**config.mk**
```make
export PLATFORM = sky130hd
export DESIGN_NAME = gpio_port
export DESIGN_NICKNAME = d
export VERILOG_FILES = /design/src/gpio_pkg.sv /design/src/gpio_port.sv
export VERILOG_INCLUDE_DIRS = /design/src /design/src/src
export SDC_FILE = /design/constraint.sdc
export NUM_CORES = 1
export LEC_CHECK = 0
export BUFFER_PORTS_ARGS = -buffer_cell sky130_fd_sc_hd__buf_4
export CAP_MARGIN = 15
export CORE_ASPECT_RATIO = 2
export CORE_MARGIN = 2
export CORE_UTILIZATION = 46
export CTS_CLUSTER_DIAMETER = 80
export DETAILED_ROUTE_END_ITERATION = 6
export GPL_TIMING_DRIVEN = 0
export PLACE_DENSITY = 0.83
export SKIP_LAST_GASP = 1
export SYNTH_ARGS = -nofsm -noshare
export SYNTH_HDL_FRONTEND = slang
export SYNTH_SLANG_ARGS = --single-unit
export TNS_END_PERCENT = 30
```
**constraint.sdc**
```tcl
create_clock -name aclk -period 2 [get_ports aclk]
set_input_delay 0.4 -clock aclk [delete_from_list [all_inputs] [get_ports aclk]]
set_output_delay 0.4 -clock aclk [all_outputs]
set_load 0.01 [all_outputs]
```
**src/gpio_params.svh**
```systemverilog
// What this block does
// - Direction one makes pin a driven output
// - Direction zero makes pin input, driver off
// - Input with output bit one enables pull-up
// - Pull-up off when output zero or output
// - Reset tri-states every pin without clock
// - Output with output bit one drives high
// - Output with output bit zero drives low
// - Writing one to pin input toggles output
// - Pin input read-only; data, direction read/write
// - Global pull-up disable kills all pull-ups
// - Seven locations per port, bit per pin
// - Bit set/clear touches only addressed bit
// - Alternate function leaves other pins unchanged
// - Each pin has its own pull-up control
// - Pin input passes a two-stage synchronizer
`ifndef GPIO_PARAMS_SVH
`define GPIO_PARAMS_SVH

`define PORT_W 8
`define NPORTS 2
`define ADDR_W 8
`define PORT_IDX_BIT 5
`define OFF_OUT 3'h0
`define OFF_DIR 3'h1
`define OFF_PIN 3'h2
`define OFF_OUT_SET 3'h3
`define OFF_OUT_CLR 3'h4
`define OFF_DIR_SET 3'h5
`define OFF_DIR_CLR 3'h6
`define CTRL_ADDR 8'h40
`define CTRL_PUD_BIT 0
`define RST_OUT 8'h00
`define RST_DIR 8'h00
`define RESP_OKAY 2'h0
`define RESP_SLVERR 2'h2

`endif

```
**src/gpio_pkg.sv**
```systemverilog
`include "gpio_params.svh"

package gpio_pkg;

    typedef logic [`PORT_W-1:0] port_t;

    typedef enum logic [1:0] {WR_IDLE = 2'b00, WR_RESP = 2'b01} wr_state_e;

    typedef struct packed {
        logic awvalid;
        logic [`ADDR_W-1:0] awaddr;
        logic wvalid;
        logic [31:0] wdata;
        logic [3:0] wstrb;
        logic bready;
        logic arvalid;
        logic [`ADDR_W-1:0] araddr;
        logic rready;
    } axi_req_s;

    typedef struct packed {
        logic awready;
        logic wready;
        logic bvalid;
        logic [1:0] bresp;
        logic arready;
        logic rvalid;
        logic [31:0] rdata;
        logic [1:0] rresp;
    } axi_rsp_s;

    typedef struct packed {
        port_t [`NPORTS-1:0] out;
        port_t [`NPORTS-1:0] dir;
        port_t [`NPORTS-1:0] sync1;
        port_t [`NPORTS-1:0] sync2;
        logic global_pullup_disable;
        logic aw_got;
        logic w_got;
        logic [`ADDR_W-1:0] awaddr;
        logic [31:0] wdata;
        logic [3:0] wstrb;
        wr_state_e wst;
        axi_rsp_s rsp;
    } state_s;

endpackage

```
**src/gpio_port.sv**
```systemverilog
// Local design decisions: the AXI4-Lite interface to the registers and the register addresses.
`timescale 1ns/100ps
`default_nettype none
`include "gpio_params.svh"

module gpio_port
(
    // Clock, reset, enable
    input wire logic aclk,
    input wire logic aresetn,
    input wire logic ce,
    // Register bus
    input wire gpio_pkg::axi_req_s axi_req,
    output wire gpio_pkg::axi_rsp_s axi_rsp,
    // Pins
    input wire gpio_pkg::port_t [`NPORTS-1:0] pin_in,
    output wire gpio_pkg::port_t [`NPORTS-1:0] pin_out,
    output wire gpio_pkg::port_t [`NPORTS-1:0] pin_oe,
    output wire gpio_pkg::port_t [`NPORTS-1:0] pullup_en,
    // Alternate function overrides
    input wire gpio_pkg::port_t [`NPORTS-1:0] alt_en,
    input wire gpio_pkg::port_t [`NPORTS-1:0] alt_oe,
    input wire gpio_pkg::port_t [`NPORTS-1:0] alt_val
);

    gpio_pkg::state_s st_r;
    gpio_pkg::state_s st_nxt;
    logic wr_commit;
    logic rd_accept;

    // ------------------------------------------------------------
    // Address decode
    // ------------------------------------------------------------
    function automatic logic port_hit(input logic [`ADDR_W-1:0] a);
        port_hit = (a[7:6] == 2'h0) && (a[1:0] == 2'h0) && (a[4:2] <= `OFF_DIR_CLR);
    endfunction

    function automatic logic ctrl_hit(input logic [`ADDR_W-1:0] a);
        ctrl_hit = (a == `CTRL_ADDR);
    endfunction

    function automatic logic [31:0] rd_value(input gpio_pkg::state_s s,
                                             input logic [`ADDR_W-1:0] a);
        logic p;
        p = a[`PORT_IDX_BIT];
        rd_value = 32'h0;
        if (ctrl_hit(a))
        begin
            rd_value[`CTRL_PUD_BIT] = s.global_pullup_disable;
        end
        else if (port_hit(a))
        begin
            case (a[4:2])
                `OFF_OUT: rd_value[`PORT_W-1:0] = s.out[p];
                `OFF_DIR: rd_value[`PORT_W-1:0] = s.dir[p];
                `OFF_PIN: rd_value[`PORT_W-1:0] = s.sync2[p];
                default: rd_value = 32'h0;
            endcase
        end
    endfunction

    // ------------------------------------------------------------
    // Next state
    // ------------------------------------------------------------
    always_comb
    begin
        logic p;
        logic [`PORT_W-1:0] wd;
        st_nxt = st_r;
        wr_commit = 1'b0;
        rd_accept = 1'b0;
        p = st_r.awaddr[`PORT_IDX_BIT];
        wd = st_r.wstrb[0] ? st_r.wdata[`PORT_W-1:0] : 8'h00;

        // Synchronizer on the pin level
        st_nxt.sync1 = pin_in;
        st_nxt.sync2 = st_r.sync1;

        // Address and data are taken in either order
        if (axi_req.awvalid && st_r.rsp.awready)
        begin
            st_nxt.aw_got = 1'b1;
            st_nxt.awaddr = axi_req.awaddr;
        end
        if (axi_req.wvalid && st_r.rsp.wready)
        begin
            st_nxt.w_got = 1'b1;
            st_nxt.wdata = axi_req.wdata;
            st_nxt.wstrb = axi_req.wstrb;
        end

        case (st_r.wst)
            gpio_pkg::WR_IDLE:
            begin
                if (st_r.aw_got && st_r.w_got)
                begin
                    wr_commit = 1'b1;
                    st_nxt.aw_got = 1'b0;
                    st_nxt.w_got = 1'b0;
                    st_nxt.rsp.bvalid = 1'b1;
                    st_nxt.rsp.bresp = `RESP_SLVERR;
                    st_nxt.wst = gpio_pkg::WR_RESP;
                    if (ctrl_hit(st_r.awaddr))
                    begin
                        st_nxt.rsp.bresp = `RESP_OKAY;
                        if (st_r.wstrb[0])
                        begin
                            st_nxt.global_pullup_disable = st_r.wdata[`CTRL_PUD_BIT];
                        end
                    end
                    else if (port_hit(st_r.awaddr))
                    begin
                        st_nxt.rsp.bresp = `RESP_OKAY;
                        case (st_r.awaddr[4:2])
                            `OFF_OUT:
                            begin
                                if (st_r.wstrb[0])
                                begin
                                    st_nxt.out[p] = wd;
                                end
                            end
                            `OFF_DIR:
                            begin
                                if (st_r.wstrb[0])
                                begin
                                    st_nxt.dir[p] = wd;
                                end
                            end
                            `OFF_PIN: st_nxt.out[p] = st_r.out[p] ^ wd;
                            `OFF_OUT_SET: st_nxt.out[p] = st_r.out[p] | wd;
                            `OFF_OUT_CLR: st_nxt.out[p] = st_r.out[p] & ~wd;
                            `OFF_DIR_SET: st_nxt.dir[p] = st_r.dir[p] | wd;
                            `OFF_DIR_CLR: st_nxt.dir[p] = st_r.dir[p] & ~wd;
                            default: st_nxt.rsp.bresp = `RESP_SLVERR;
                        endcase
                    end
                end
            end
            gpio_pkg::WR_RESP:
            begin
                if (axi_req.bready)
                begin
                    st_nxt.rsp.bvalid = 1'b0;
                    st_nxt.wst = gpio_pkg::WR_IDLE;
                end
            end
            default:
            begin
                st_nxt.wst = gpio_pkg::WR_IDLE;
                st_nxt.rsp.bvalid = 1'b0;
            end
        endcase
        st_nxt.rsp.awready = (st_nxt.wst == gpio_pkg::WR_IDLE) && !st_nxt.aw_got;
        st_nxt.rsp.wready = (st_nxt.wst == gpio_pkg::WR_IDLE) && !st_nxt.w_got;

        // Read channel: one read in flight
        if (st_r.rsp.rvalid)
        begin
            if (axi_req.rready)
            begin
                st_nxt.rsp.rvalid = 1'b0;
            end
        end
        else if (axi_req.arvalid && st_r.rsp.arready)
        begin
            rd_accept = 1'b1;
            st_nxt.rsp.rvalid = 1'b1;
            st_nxt.rsp.rdata = rd_value(st_r, axi_req.araddr);
            st_nxt.rsp.rresp = (port_hit(axi_req.araddr) || ctrl_hit(axi_req.araddr))
                               ? `RESP_OKAY : `RESP_SLVERR;
        end
        st_nxt.rsp.arready = !st_nxt.rsp.rvalid;
    end

    // ------------------------------------------------------------
    // State register
    // ------------------------------------------------------------
    always_ff @(posedge aclk)
    begin
        if (!aresetn)
        begin
            st_r <= '0;
            st_r.out <= {`NPORTS{`RST_OUT}};
            st_r.dir <= {`NPORTS{`RST_DIR}};
            st_r.wst <= gpio_pkg::WR_IDLE;
        end
        else if (ce)
        begin
            st_r <= st_nxt;
        end
    end

    assign axi_rsp = st_r.rsp;

    // ------------------------------------------------------------
    // Pin drivers
    // ------------------------------------------------------------
    genvar gp;
    generate
        for (gp = 0; gp < `NPORTS; gp++)
        begin : g_port
            gpio_pkg::port_t eff_dir;
            gpio_pkg::port_t eff_out;
            gpio_pkg::port_t rst_keep;
            // Overrides only reach pins whose alternate enable is set
            assign eff_dir = (alt_en[gp] & alt_oe[gp]) | (~alt_en[gp] & st_r.dir[gp]);
            assign eff_out = (alt_en[gp] & alt_val[gp]) | (~alt_en[gp] & st_r.out[gp]);
            // Reset releases the pins at once, clock or not
            assign rst_keep = {`PORT_W{aresetn}};
            assign pin_oe[gp] = eff_dir & rst_keep;
            assign pin_out[gp] = eff_out & eff_dir & rst_keep;
            assign pullup_en[gp] = ~alt_en[gp] & ~st_r.dir[gp] & st_r.out[gp]
                                   & {`PORT_W{~st_r.global_pullup_disable}} & rst_keep;

        end
    endgenerate
endmodule // gpio_port

`default_nettype wire

```
== Word-level counts from Yosys, hierarchy flattened ==
Cells that the tools add are included.

* Add/sub/neg operators: 0
* Divide/modulo/power cells: 0
* Muxes and demuxes: 45
* Multiply operators: 0
* Equal/unequal tests: 15
* Bitwise gates (word level): 39
* $lt $le $gt $ge: 5
* Shift operators: 0
* Reductions and logical operators: 34

{| class="wikitable"
|+ Operators with widths
! operator !! count
|-
| $and 8x8->8 || 24
|-
| $bwmux 16 || 7
|-
| $mux 8 || 13
|-
| $pmux 16 s4 || 1
|-
| $or 8x8->8 || 6
|-
| $pmux 16 s3 || 1
|-
| $not 8->8 || 5
|-
| $mux 35 || 1
|-
| $mux 16 || 2
|-
| $pmux 8 s3 || 1
|-
| $eq 8x7->1 const B || 2
|-
| $mux 2 || 8
|-
| $reduce_and 7->1 || 2
|-
| $logic_not 2->1 || 6
|-
| $logic_and 1x1->1 || 11
|-
| $eq 3x2->1 const B || 3
|-
| $eq 3x3->1 const B || 3
|-
| $reduce_and 3->1 || 3
|-
| $demux 8 s1 || 1
|-
| $ne 2x2->1 const B || 4
|-
| $xor 8x8->8 || 1
|-
| $mux 7 || 1
|-
| $reduce_or 7->1 || 1
|-
| $eq 3x1->1 const B || 2
|-
| 16 further kinds || 29
|}

* Output and inout port bits: 89
* Register bits: 127
* Latch bits: 0
* Bits in writable memories: 0
* Memories kept: 0
* Memory bits (read-only): 0

== Logic depth before layout (Yosys ltp) ==
Gate-level depths: netlist of run 1.

* Depth in word-level cells: 8
* Mapped depth: 9
* Gate-level depth less buffers: 7

== Worst setup path after synthesis of run 1 ==
OpenSTA, ideal clock, no wires.

* Kind: reg-to-reg
* From: register st_r[84] (netlist bit)
* To: register with a tool-made name
* Setup slack: -0.061 ns
* Arrival: 1.991 ns
* Stages on the path, launching flop included: 9
* Setup time: 0.070 ns
* Cell sequence: dfxtp_1 clkbuf_1 buf_2 mux2i_1 ha_1 or4bb_1 o211ai_1 o211ai_1 a21oi_1

{| class="wikitable"
|+ RTL lines
! what !! line !! source
|-
| start, declared || gpio_port.sv:26 || <nowiki>gpio_pkg::state_s st_r;</nowiki>
|-
| start signal, assigned || gpio_port.sv:189 || <nowiki>st_r <= st_nxt;</nowiki>
|}

==> results.md, run 1 <==
- Clock buffer count from CTS: 9
- Seq cells post-synth: 101
- Placement Cell Area: approximately 7700 um^2
- Cell variety after synth: 60
- Initial DRT Pass Iterations: 5
- DRT iter0 DRCs: around 540
- Leakage Power: 3.574 nW
- Worst Path Required: 2.22 ns
- Cell count after synthesis: 770
- Relative slew slack: roughly half
- Outcome: finished, violations left
- Vias in the first global route: 6153
- CP arrival: between 2 and 2.5 ns
- Max VDD drop: 0.0005425 V
- Worst setup path category: register to register
- Antenna cell count: 0
- Synthesized area per cell: 8.175 um^2
- CTS tree: yes
- Clock root buffer: clkbuf_16
- Cell area after layout: between 8000 and 9000 um^2
- Wire per inst: 18.94 um
- Hold WC Path Type: input pin to register
- Reg clk slew, reported paths: 0.08 ns
- Input/output buffers: 155
- Critical-path cell list: buf_8, buf_12, clkbuf_4, mux2i_1, ha_1, nand3b_1, a21oi_1, o211ai_1, a21oi_1
- Most common cell type on the critical path: a21oi_1
- Initial Util: a little under half
- Total track usage: 28.55%
- Number of synthesized flops with an enable pin: 0
- Worst path bufs/invs: 3
- Cell with the most instances after synthesis: dfxtp_1
- Post-Place Worst Slack: -0.5341 ns
- Maximum fanout along the worst path: 8
- Yosys warns: 0
- Core area: approximately 13000 um^2
- Layout area overhead: 30.45%
- Most used flip-flop cell after synthesis: dfxtp_1
- Share of post-route cells with drive strength above 1: 28.94%
- Final setup fails: 3
- Routed Antenna Nets: 0
- First-pass GRT wire length: 32140 um
- Largest net degree at the start of global routing: 22
- Max-Cap Viols: 0
- Final Hold Fails: 0
- Final slew viol count: 0
- Placed wire-length estimate: 16500 um
- Die ar.: roughly 15000 um^2
- Sequential share of the synthesized area: 32.12%
- Post-synth top cells: dfxtp_1 (101), nand2_1 (83), mux2i_1 (74), a21oi_1 (61), nor2_1 (60)
- Clock Sinks: 101
- Top Ports: 213
- CP peak stage delay: 0.36 ns
- Antenna violations before repair: 0
- Post-synth design cell area: between 6000 and 7000 um^2
- Residual DRC: 0
- Worst setup EP type: register
- Chip width: between 80 and 90 um
- Final WL: 21330 um
- CP max-delay cell: dfxtp_4
- # H-tree levels: 3
- PwrDens: 554.4 nW/um^2
- Die Height: 169.4 um
- Violated checks: setup timing
- Worst skew pair latency: 0.36 ns
- Synth top area share: ~32%
- Period minus WS final: between 2 and 2.5 ns
- Final Cycle Share: 104.2%
- Worst Skew: between 0.01 and 0.015 ns
- Site Rows: 60
- Fin nets: 1106
- Yosys top cell by area: dfxtp_1
- Vias: approximately 6500
- RSZ-0062 raised after global routing: true
- GPL Wtd Cong: 0.9903
- Clock Path Buffers: 2
- Gr ovfl total: 0
- Largest delay contributor family on the critical path: compound AO/OA/AOI/OAI gates
- CP Launch Type: register
- Vias per inst: 5.782
- Async S/R FF share, synth: 0%
- Synth area leaders: dfxtp_1 (32%), mux2i_1 (12%), buf_4 (5.5%), nand2_1 (4.9%), a21oi_1 (4.8%)
- Worst slew pin tran: 0.7683 ns
- F_max: 0.4797 GHz
- Setup WS post-layout: -0.08454 ns
[cell families after synthesis]
family                     after synthesis  share of synthesized area [%]
AOI/OAI and AO/OA                      197                          20.23
xor gates and xnor gates                 7                         0.9740
adders and majority gates               16                          3.180
buffers and inverters                  116                          10.04
DFF                                    101                          32.12
muxes                                   75                          11.95
other                                    1                        0.05957
and+or+nand+nor                        257                          21.45
[layout make-up]
type                    instances  area, um^2
inverters                      17       63.81
clock inverters                 7       86.33
clock buffers                   9       225.2
well taps                     155       193.9
fillers                      1219        5226
flip-flops and latches        101        2028
plain buffers                  97       609.3
repair buffers                162        1216
multi-input cells             578        3789
[power by group]
part / switching [mW] / internal, mW / total, mW
clock: 0.906 / 0.903 / 1.81
combinational: 0.324 / 0.323 / 0.647
sequential: 0.0403 / 2.06 / 2.10
total: 1.27 / 3.28 / 4.55
[timing repair]
item / in CTS / in global routing
setup buffers: 0 / 7
hold buffers: 0 / 0
pin swaps: 2 / 10
resized for setup: 20 / 25
endpoints found under the setup margin: 56 / 63
[worst reg2reg max path: cells and delay by family (launching register included)]
kind / cells / cell delay, ns
fa+ha+maj: 1 / 0.27
compound gates: 3 / 0.54
simple gates: 1 / 0.08
flops: 1 / 0.36
buf+inv: 3 / 0.44
mux: 1 / 0.26
[layer usage]
metal	up-vias	share of wire (%)	GRT usage (%)
met3	102	6.5	4.815
met1	2981	34	29.11
met2	315	51	49.70
li1	3112	-	-
met4	0	8.7	22.83
met5	-	0	0
[final timing paths]
path              depth (start not counted)       start         end  slack, ns
setup / recovery                          9    st_r[84]    register      -0.08
hold reg to reg                           2  axi_rsp[6]  axi_rsp[6]       0.46
hold / removal                            3   pin_in[1]  st_nxt[91]       0.27
setup reg to reg                          9    st_r[84]    register      -0.08
[placed cells by master, fill, tap and decap left out, types with 3 or more instances in the layout]
| cell type | instances |
|---|---|
| and3_1 | 6 |
| clkbuf_2 | 9 |
| o221ai_1 | 3 |
| nor2_1 | 60 |
| nand3_1 | 13 |
| inv_1 | 17 |
| clkbuf_1 | 18 |
| a41o_1 | 3 |
| nand4_1 | 4 |
| nand3b_1 | 17 |
| o22ai_1 | 9 |
| a31oi_1 | 14 |
| nand2_2 | 3 |
| or3_1 | 4 |
| xnor2_1 | 5 |
| o21ai_1 | 4 |
| a21oi_2 | 3 |
| a211oi_1 | 24 |
| nand4bb_1 | 4 |
| a21oi_1 | 60 |
| o211a_1 | 4 |
| o211ai_1 | 26 |
| conb_1 | 26 |
| mux2i_1 | 72 |
| ha_2 | 3 |
| a221oi_1 | 7 |
| buf_2 | 18 |
| o21ai_0 | 26 |
| dfxtp_1 | 98 |
| nand2b_1 | 18 |
| clkbuf_16 | 9 |
| nand4b_1 | 8 |
| nand2_1 | 80 |
| buf_4 | 208 |
| or4bb_1 | 4 |
| ha_1 | 13 |
| nor3_1 | 19 |
[through the flow]
step,total power [mW],instances,hold slack (ns),setup TNS (ns),util (%)
global placement,2.760,1105,0.4365,-15.95,57.66
finish,4.552,1126,0.2700,-0.09826,61.11
floorplan,2.480,795,0.4263,0,-
CTS,4.543,1121,0.2679,-2.838,60.39
global route,4.682,1126,0.2811,-1.640,61.11
detailed placement,2.769,1105,0.4450,-16.19,57.66
Note: power is estimated with default switching activity, not from simulation.
==> run 2: changes to the inputs <==
--- a/config.mk
+++ b/config.mk
@@ -14,7 +14,8 @@
 export CTS_CLUSTER_DIAMETER = 80
 export DETAILED_ROUTE_END_ITERATION = 6
 export GPL_TIMING_DRIVEN = 0
-export PLACE_DENSITY = 0.83
+export PLACE_DENSITY_LB_ADDON = 0.25
+export REMOVE_ABC_BUFFERS = 1
 export SKIP_LAST_GASP = 1
 export SYNTH_ARGS = -nofsm -noshare
 export SYNTH_HDL_FRONTEND = slang
==> run 2 against run 1 <==
The run still ends with setup timing left. Via count down 8.0%. Maximum frequency is 3.3% higher. Largest cell class unchanged. Die area is the same. Setup slack better by 0.067 ns.
==> results.md, run 2 (synthesis results as in run 1) <==
- Placed wire-length estimate: 13790 um (-16%)
- CP Launch Type: register
- Clock Sinks: 101 (unchanged)
- CTS tree: yes
- Final Cycle Share: 100.9% (-3.3 points)
- Reg clk slew, reported paths: 0.07 ns (about the same)
- Final WL: 18830 um (-12%)
- Clock root buffer: clkbuf_16
- Antenna violations before repair: 0 (unchanged)
- Layout area overhead: 20.97%
- Initial DRT Pass Iterations: 5 (unchanged)
- Chip width: 86.72 um (unchanged)
- Worst slew pin tran: 0.9384 ns (+0.1701 ns)
- RSZ-0062 raised after global routing: true
- Final Hold Fails: 0 (unchanged)
- PwrDens: 563.5 nW/um^2 (+1.6%)
- Maximum fanout along the worst path: 16 (+8)
- Max VDD drop: 0.0004457 V (-18%)
- Max-Cap Viols: 0 (unchanged)
- Total track usage: 25.60% (-2.9 points)
- Vias per inst: 5.806 (+0.43%)
- Critical-path cell list: nand2b_2, nor3_1, buf_4
- Top Ports: 213 (unchanged)
- Site Rows: 60 (unchanged)
- Leakage Power: 3.154 nW (-12%)
- Gr ovfl total: 0 (unchanged)
- Relative slew slack: 36.92% (-11 points)
- # H-tree levels: 3 (unchanged)
- First-pass GRT wire length: 29330 um (-8.7%)
- Antenna cell count: 0 (unchanged)
- Final setup fails: 1 (-2)
- Largest net degree at the start of global routing: 87 (+300%)
- CP arrival: 1.62 ns (-0.68 ns)
- Vias: 5992 (-8.0%)
- Worst Path Required: 1.60 ns (-0.62 ns)
- Hold WC Path Type: input pin to register
- Routed Antenna Nets: 0 (unchanged)
- Residual DRC: 0 (unchanged)
- Total power draw: 4.291 mW (-5.7%)
- Most frequent cells in the layout: buf_4 (162), dfxtp_1 (96), nand2_1 (83)
- Input/output buffers: 159 (+2.6%)
- Die ar.: 14690 um^2 (unchanged)
- Final slew viol count: 0 (unchanged)
- Cts-stage hold buffer count: 0 (unchanged)
- Period minus WS final: 2.018 ns (-0.06668 ns)
- Setup WS post-layout: -0.01786 ns (+0.06668 ns)
- Worst skew pair latency: 0.35 ns (about the same)
- Die Height: 169.4 um (unchanged)
- CP max-delay cell: nand2b_2
- Violated checks: setup timing
- Fin nets: 1012 (-8.5%)
- DRT iter0 DRCs: 332 (-39%)
- Clock buffer count from CTS: 9 (unchanged)
- CP peak stage delay: 0.40 ns (+0.04 ns)
- Initial Util: 46.84% (unchanged)
- Vias in the first global route: 5723 (-7.0%)
- Core area: 13440 um^2 (unchanged)
- Worst Skew: 0.004879 ns (-0.009291 ns)
- Outcome: finished, violations left
- Clock Path Buffers: 2 (unchanged)
- F_max: 0.4956 GHz (+3.3%)
- Worst setup path category: register to output pin
- Share of post-route cells with drive strength above 1: 22.92% (-6.0 points)
- Commonest non-fill, non-tap cell in the layout: buf_4
- Worst setup EP type: output pin
- Setup TNS: -0.01786 ns (+0.08040 ns)
- GPL Wtd Cong: 0.8643 (-13%)
- Wire per inst: 18.25 um (-3.7%)
- Hold_ws: 0.2871 ns (+0.01710 ns)
run 2: metrics by stage:
| step | std cells | area (um^2) | util [%] | setup slack (ns) |
|---|---|---|---|---|
| 6_report | 1032 | 7615 | 56.67 | -0.01786 |
| 5_1_grt | 1032 | 7615 | 56.67 | -0.07038 |
| 4_1_cts | 1030 | 7590 | 56.48 | -0.1089 |
| 3_5_place_dp | 1012 | 7266 | 54.07 | -0.8356 |
| 3_3_place_gp | 1010 | 7208 | 53.64 | -2.220 |
| 2_1_floorplan | 696 | 5821 | - | -0.7193 |
run 2: cell type report:
type,count,area (um^2)
clock buffers,11,242.7
clock inverters,5,36.28
fillers,1282,5823
inverters,17,66.31
multi-input cells,578,3755
flip-flops and latches,101,2038
well taps,155,193.9
repair buffers,165,1282
run 2: critical path: cells and delay by family, from the launching register on:
family	cells	cell delay, ns
buffers and inverters	1	0.18
flip-flops	1	0.36
AND/OR/NAND/NOR	2	0.74
run 2: report_power, final:
group	total, mW	internal, mW	switching, mW
logic	0.543	0.267	0.276
registers	2.11	2.05	0.0513
clock network	1.64	0.878	0.764
total	4.29	3.20	1.09
run 2: layer usage:
layer  track usage, %  share of wire (%)
met4            12.98                5.0
met5                0                  0
met3            3.356                3.7
met2            48.03                 55
met1            26.91                 36
run 2: worst paths after layout:
check / slack [ns] / to / depth (start not counted) / from
min reg2reg: 0.46 / axi_rsp[9] / 2 / axi_rsp[9]
max reg2reg: 0.07 / register / 4 / st_r[81]
max: -0.02 / pullup_en[1] / 3 / st_r[89]
min: 0.29 / st_nxt[93] / 3 / pin_in[3]
run 2: repair_timing:
action	CTS	global route
pin swaps	1	0
setup endpoints to repair	49	36
gates resized for setup	11	4
buffers inserted	2	2
cloned	0	0
==> run 3: changes to the inputs <==
--- a/config.mk
+++ b/config.mk
@@ -14,6 +14,7 @@
 export CTS_CLUSTER_DIAMETER = 80
 export DETAILED_ROUTE_END_ITERATION = 6
 export GPL_TIMING_DRIVEN = 0
+export MAX_ROUTING_LAYER = met4
 export PLACE_DENSITY_LB_ADDON = 0.25
 export REMOVE_ABC_BUFFERS = 1
 export SKIP_LAST_GASP = 1
==> run 3 against run 2 <==
The flow still finishes with violations (setup timing). Worst hold slack got worse by 0.0023 ns. Clock power barely moved. Maximum frequency rose by 0.17%. Die area did not move. Critical endpoint unchanged. First-iteration DRC count rose by 9.6%. Highest routed layer unchanged. Cell area did not move. Power barely moved. Via count did not move. Sequential power barely moved. Cell count did not move.
==> results.md, run 3 (synthesis results as in run 1) <==
- Clock root buffer: clkbuf_16
- Initial DRT Pass Iterations: 4 (-1)
- Worst slew pin tran: 0.9464 ns (+0.008036 ns)
- Die ar.: 14690 um^2 (unchanged)
- Core area: 13440 um^2 (unchanged)
- Antenna violations before repair: 0 (unchanged)
- Hold_ws: 0.2848 ns (-0.002255 ns)
- Setup TNS: -0.01446 ns (+0.003397 ns)
- F_max: 0.4964 GHz (+0.17%)
- Cell count along the critical path: 3 (unchanged)
- Leakage Power: 3.154 nW (unchanged)
- Fin nets: 1012 (unchanged)
- Final setup fails: 1 (unchanged)
- Die Height: 169.4 um (unchanged)
- CP arrival: 1.61 ns (about the same)
- Multi-input logic area: 3755 um^2 (unchanged)
- Worst path bufs/invs: 1 (unchanged)
- Final WL: 18790 um (-0.21%)
- Post-Layout Cell Count: 1032 (unchanged)
- Worst Skew: 0.006491 ns (+0.001612 ns)
- PwrDens: 563.4 nW/um^2 (about the same)
- CTS tree: yes
- Critical-path cell list: nand2b_2, nor3_1, buf_4
- Residual DRC: 0 (unchanged)
- FILL cells: 1282 (unchanged)
- Period minus WS final: 2.014 ns (-0.003397 ns)
- Worst Reg-to-Reg Cells: 4 (unchanged)
- Clock buffer count from CTS: 9 (unchanged)
- Input/output buffers: 159 (unchanged)
- Chip width: 86.72 um (unchanged)
- Vias per inst: 5.806 (unchanged)
- Flip-flop and latch area: 2038 um^2 (unchanged)
- CP max-delay cell: nand2b_2
- Setup WS post-layout: -0.01446 ns (+0.003397 ns)
- Vias in the first global route: 5727 (+0.070%)
- Final slew viol count: 0 (unchanged)
- Worst Path Required: 1.60 ns (about the same)
- Placed wire-length estimate: 13790 um (unchanged)
- CP Launch Type: register
- Commonest non-fill, non-tap cell in the layout: buf_4
- Initial Util: 46.84% (unchanged)
- Clock Sinks: 101 (unchanged)
- Final Hold Fails: 0 (unchanged)
- Cts-stage hold buffer count: 0 (unchanged)
- Worst setup EP type: output pin
- # H-tree levels: 3 (unchanged)
- Cell area after layout: 7615 um^2 (unchanged)
- Hold depth: 3 (unchanged)
- Final Cycle Share: 100.7% (-0.17 points)
- Worst setup path category: register to output pin
- Maximum fanout along the worst path: 16 (unchanged)
- CP peak stage delay: 0.39 ns (about the same)
- Max-Cap Viols: 0 (unchanged)
- Share of post-route cells with drive strength above 1: 22.92% (unchanged)
- Antenna cell count: 0 (unchanged)
- Largest net degree at the start of global routing: 87 (unchanged)
- Layout area overhead: 20.97% (unchanged)
- GPL Wtd Cong: 0.8783 (+1.6%)
- RSZ-0062 raised after global routing: true
- Worst skew pair latency: 0.35 ns (about the same)
- Placement Cell Area: 7266 um^2 (unchanged)
- Gr ovfl total: 0 (unchanged)
- Wire per inst: 18.21 um (-0.21%)
- Violated checks: setup timing
- Routed Antenna Nets: 0 (unchanged)
- Total track usage: 26.34% (+0.74 points)
- DRT iter0 DRCs: 364 (+9.6%)
- Vias: 5992 (unchanged)
- Fin util: 56.67% (unchanged)
- Max VDD drop: 0.0004444 V (-0.28%)
- Post-Place Worst Slack: -0.8356 ns (unchanged)
- Clock Path Buffers: 2 (unchanged)
- Site Rows: 60 (unchanged)
- Hold WC Path Type: input pin to register
- Relative slew slack: 36.38% (-0.54 points)
- First-pass GRT wire length: 29330 um (unchanged)
- Placed insts: 1012 (unchanged)
- Outcome: finished, violations left
- Reg clk slew, reported paths: 0.07 ns (about the same)
- Total power draw: 4.290 mW (about the same)
- Largest delay contributor family on the critical path: simple AND/OR/NAND/NOR gates
- Top Ports: 213 (unchanged)
- Most frequent cells in the layout: buf_4 (162), dfxtp_1 (96), nand2_1 (83)
-- run 3: cell counts in the layout (fill, tap and decap cells not counted) --
Identical to the previous run, type by type.
-- run 3: per-layer routing --
metal | routed length [um] | GRT usage (%)
met1 | 6704 | 26.88
met2 | 10250 | 48.03
met3 | 776 | 3.551
met4 | 1065 | 12.91
met5 | 0 | -
-- run 3: worst paths after layout --
| check | endpoint | slack [ns] | startpoint |
|---|---|---|---|
| hold reg to reg | axi_rsp[9] | 0.45 | axi_rsp[9] |
| hold / removal | st_nxt[93] | 0.28 | pin_in[3] |
| setup reg to reg | register | 0.10 | st_r[81] |
| setup / recovery | pullup_en[1] | -0.01 | st_r[89] |
-- run 3: timing repair --
| item | 4_1_cts | 5_1_grt |
|---|---|---|
| resized for setup | 11 | 4 |
| pin swaps | 1 | 0 |
| setup endpoints to repair | 49 | 39 |
| setup buffers | 2 | 2 |
-- run 3: area by class of cell --
| class | count | share of cell area (%) |
|---|---|---|
| Clock buffer | 11 | 3.188 |
| Clock inverter | 5 | 0.4765 |
| Inverter | 17 | 0.8709 |
| Multi-Input combinational cell | 578 | 49.31 |
| Sequential cell | 101 | 26.77 |
| Tap cell | 155 | 2.547 |
| Timing Repair Buffer | 165 | 16.84 |
-- run 3: worst register-to-register path: cells and delay by family, from the launching register on --
| kind | cells | cell delay, ns |
|---|---|---|
| AND/OR/NAND/NOR | 1 | 0.26 |
| AO/OA/AOI/OAI | 3 | 0.92 |
| flip-flops | 1 | 0.58 |
-- run 3: power by group --
group          leakage (nW)  switching [mW]  total [mW]  internal, mW
Clock                 0.128           0.765        1.64         0.878
Combinational          2.20           0.275       0.542         0.267
Sequential            0.823          0.0510        2.11          2.05
Total                  3.15            1.09        4.29          3.20
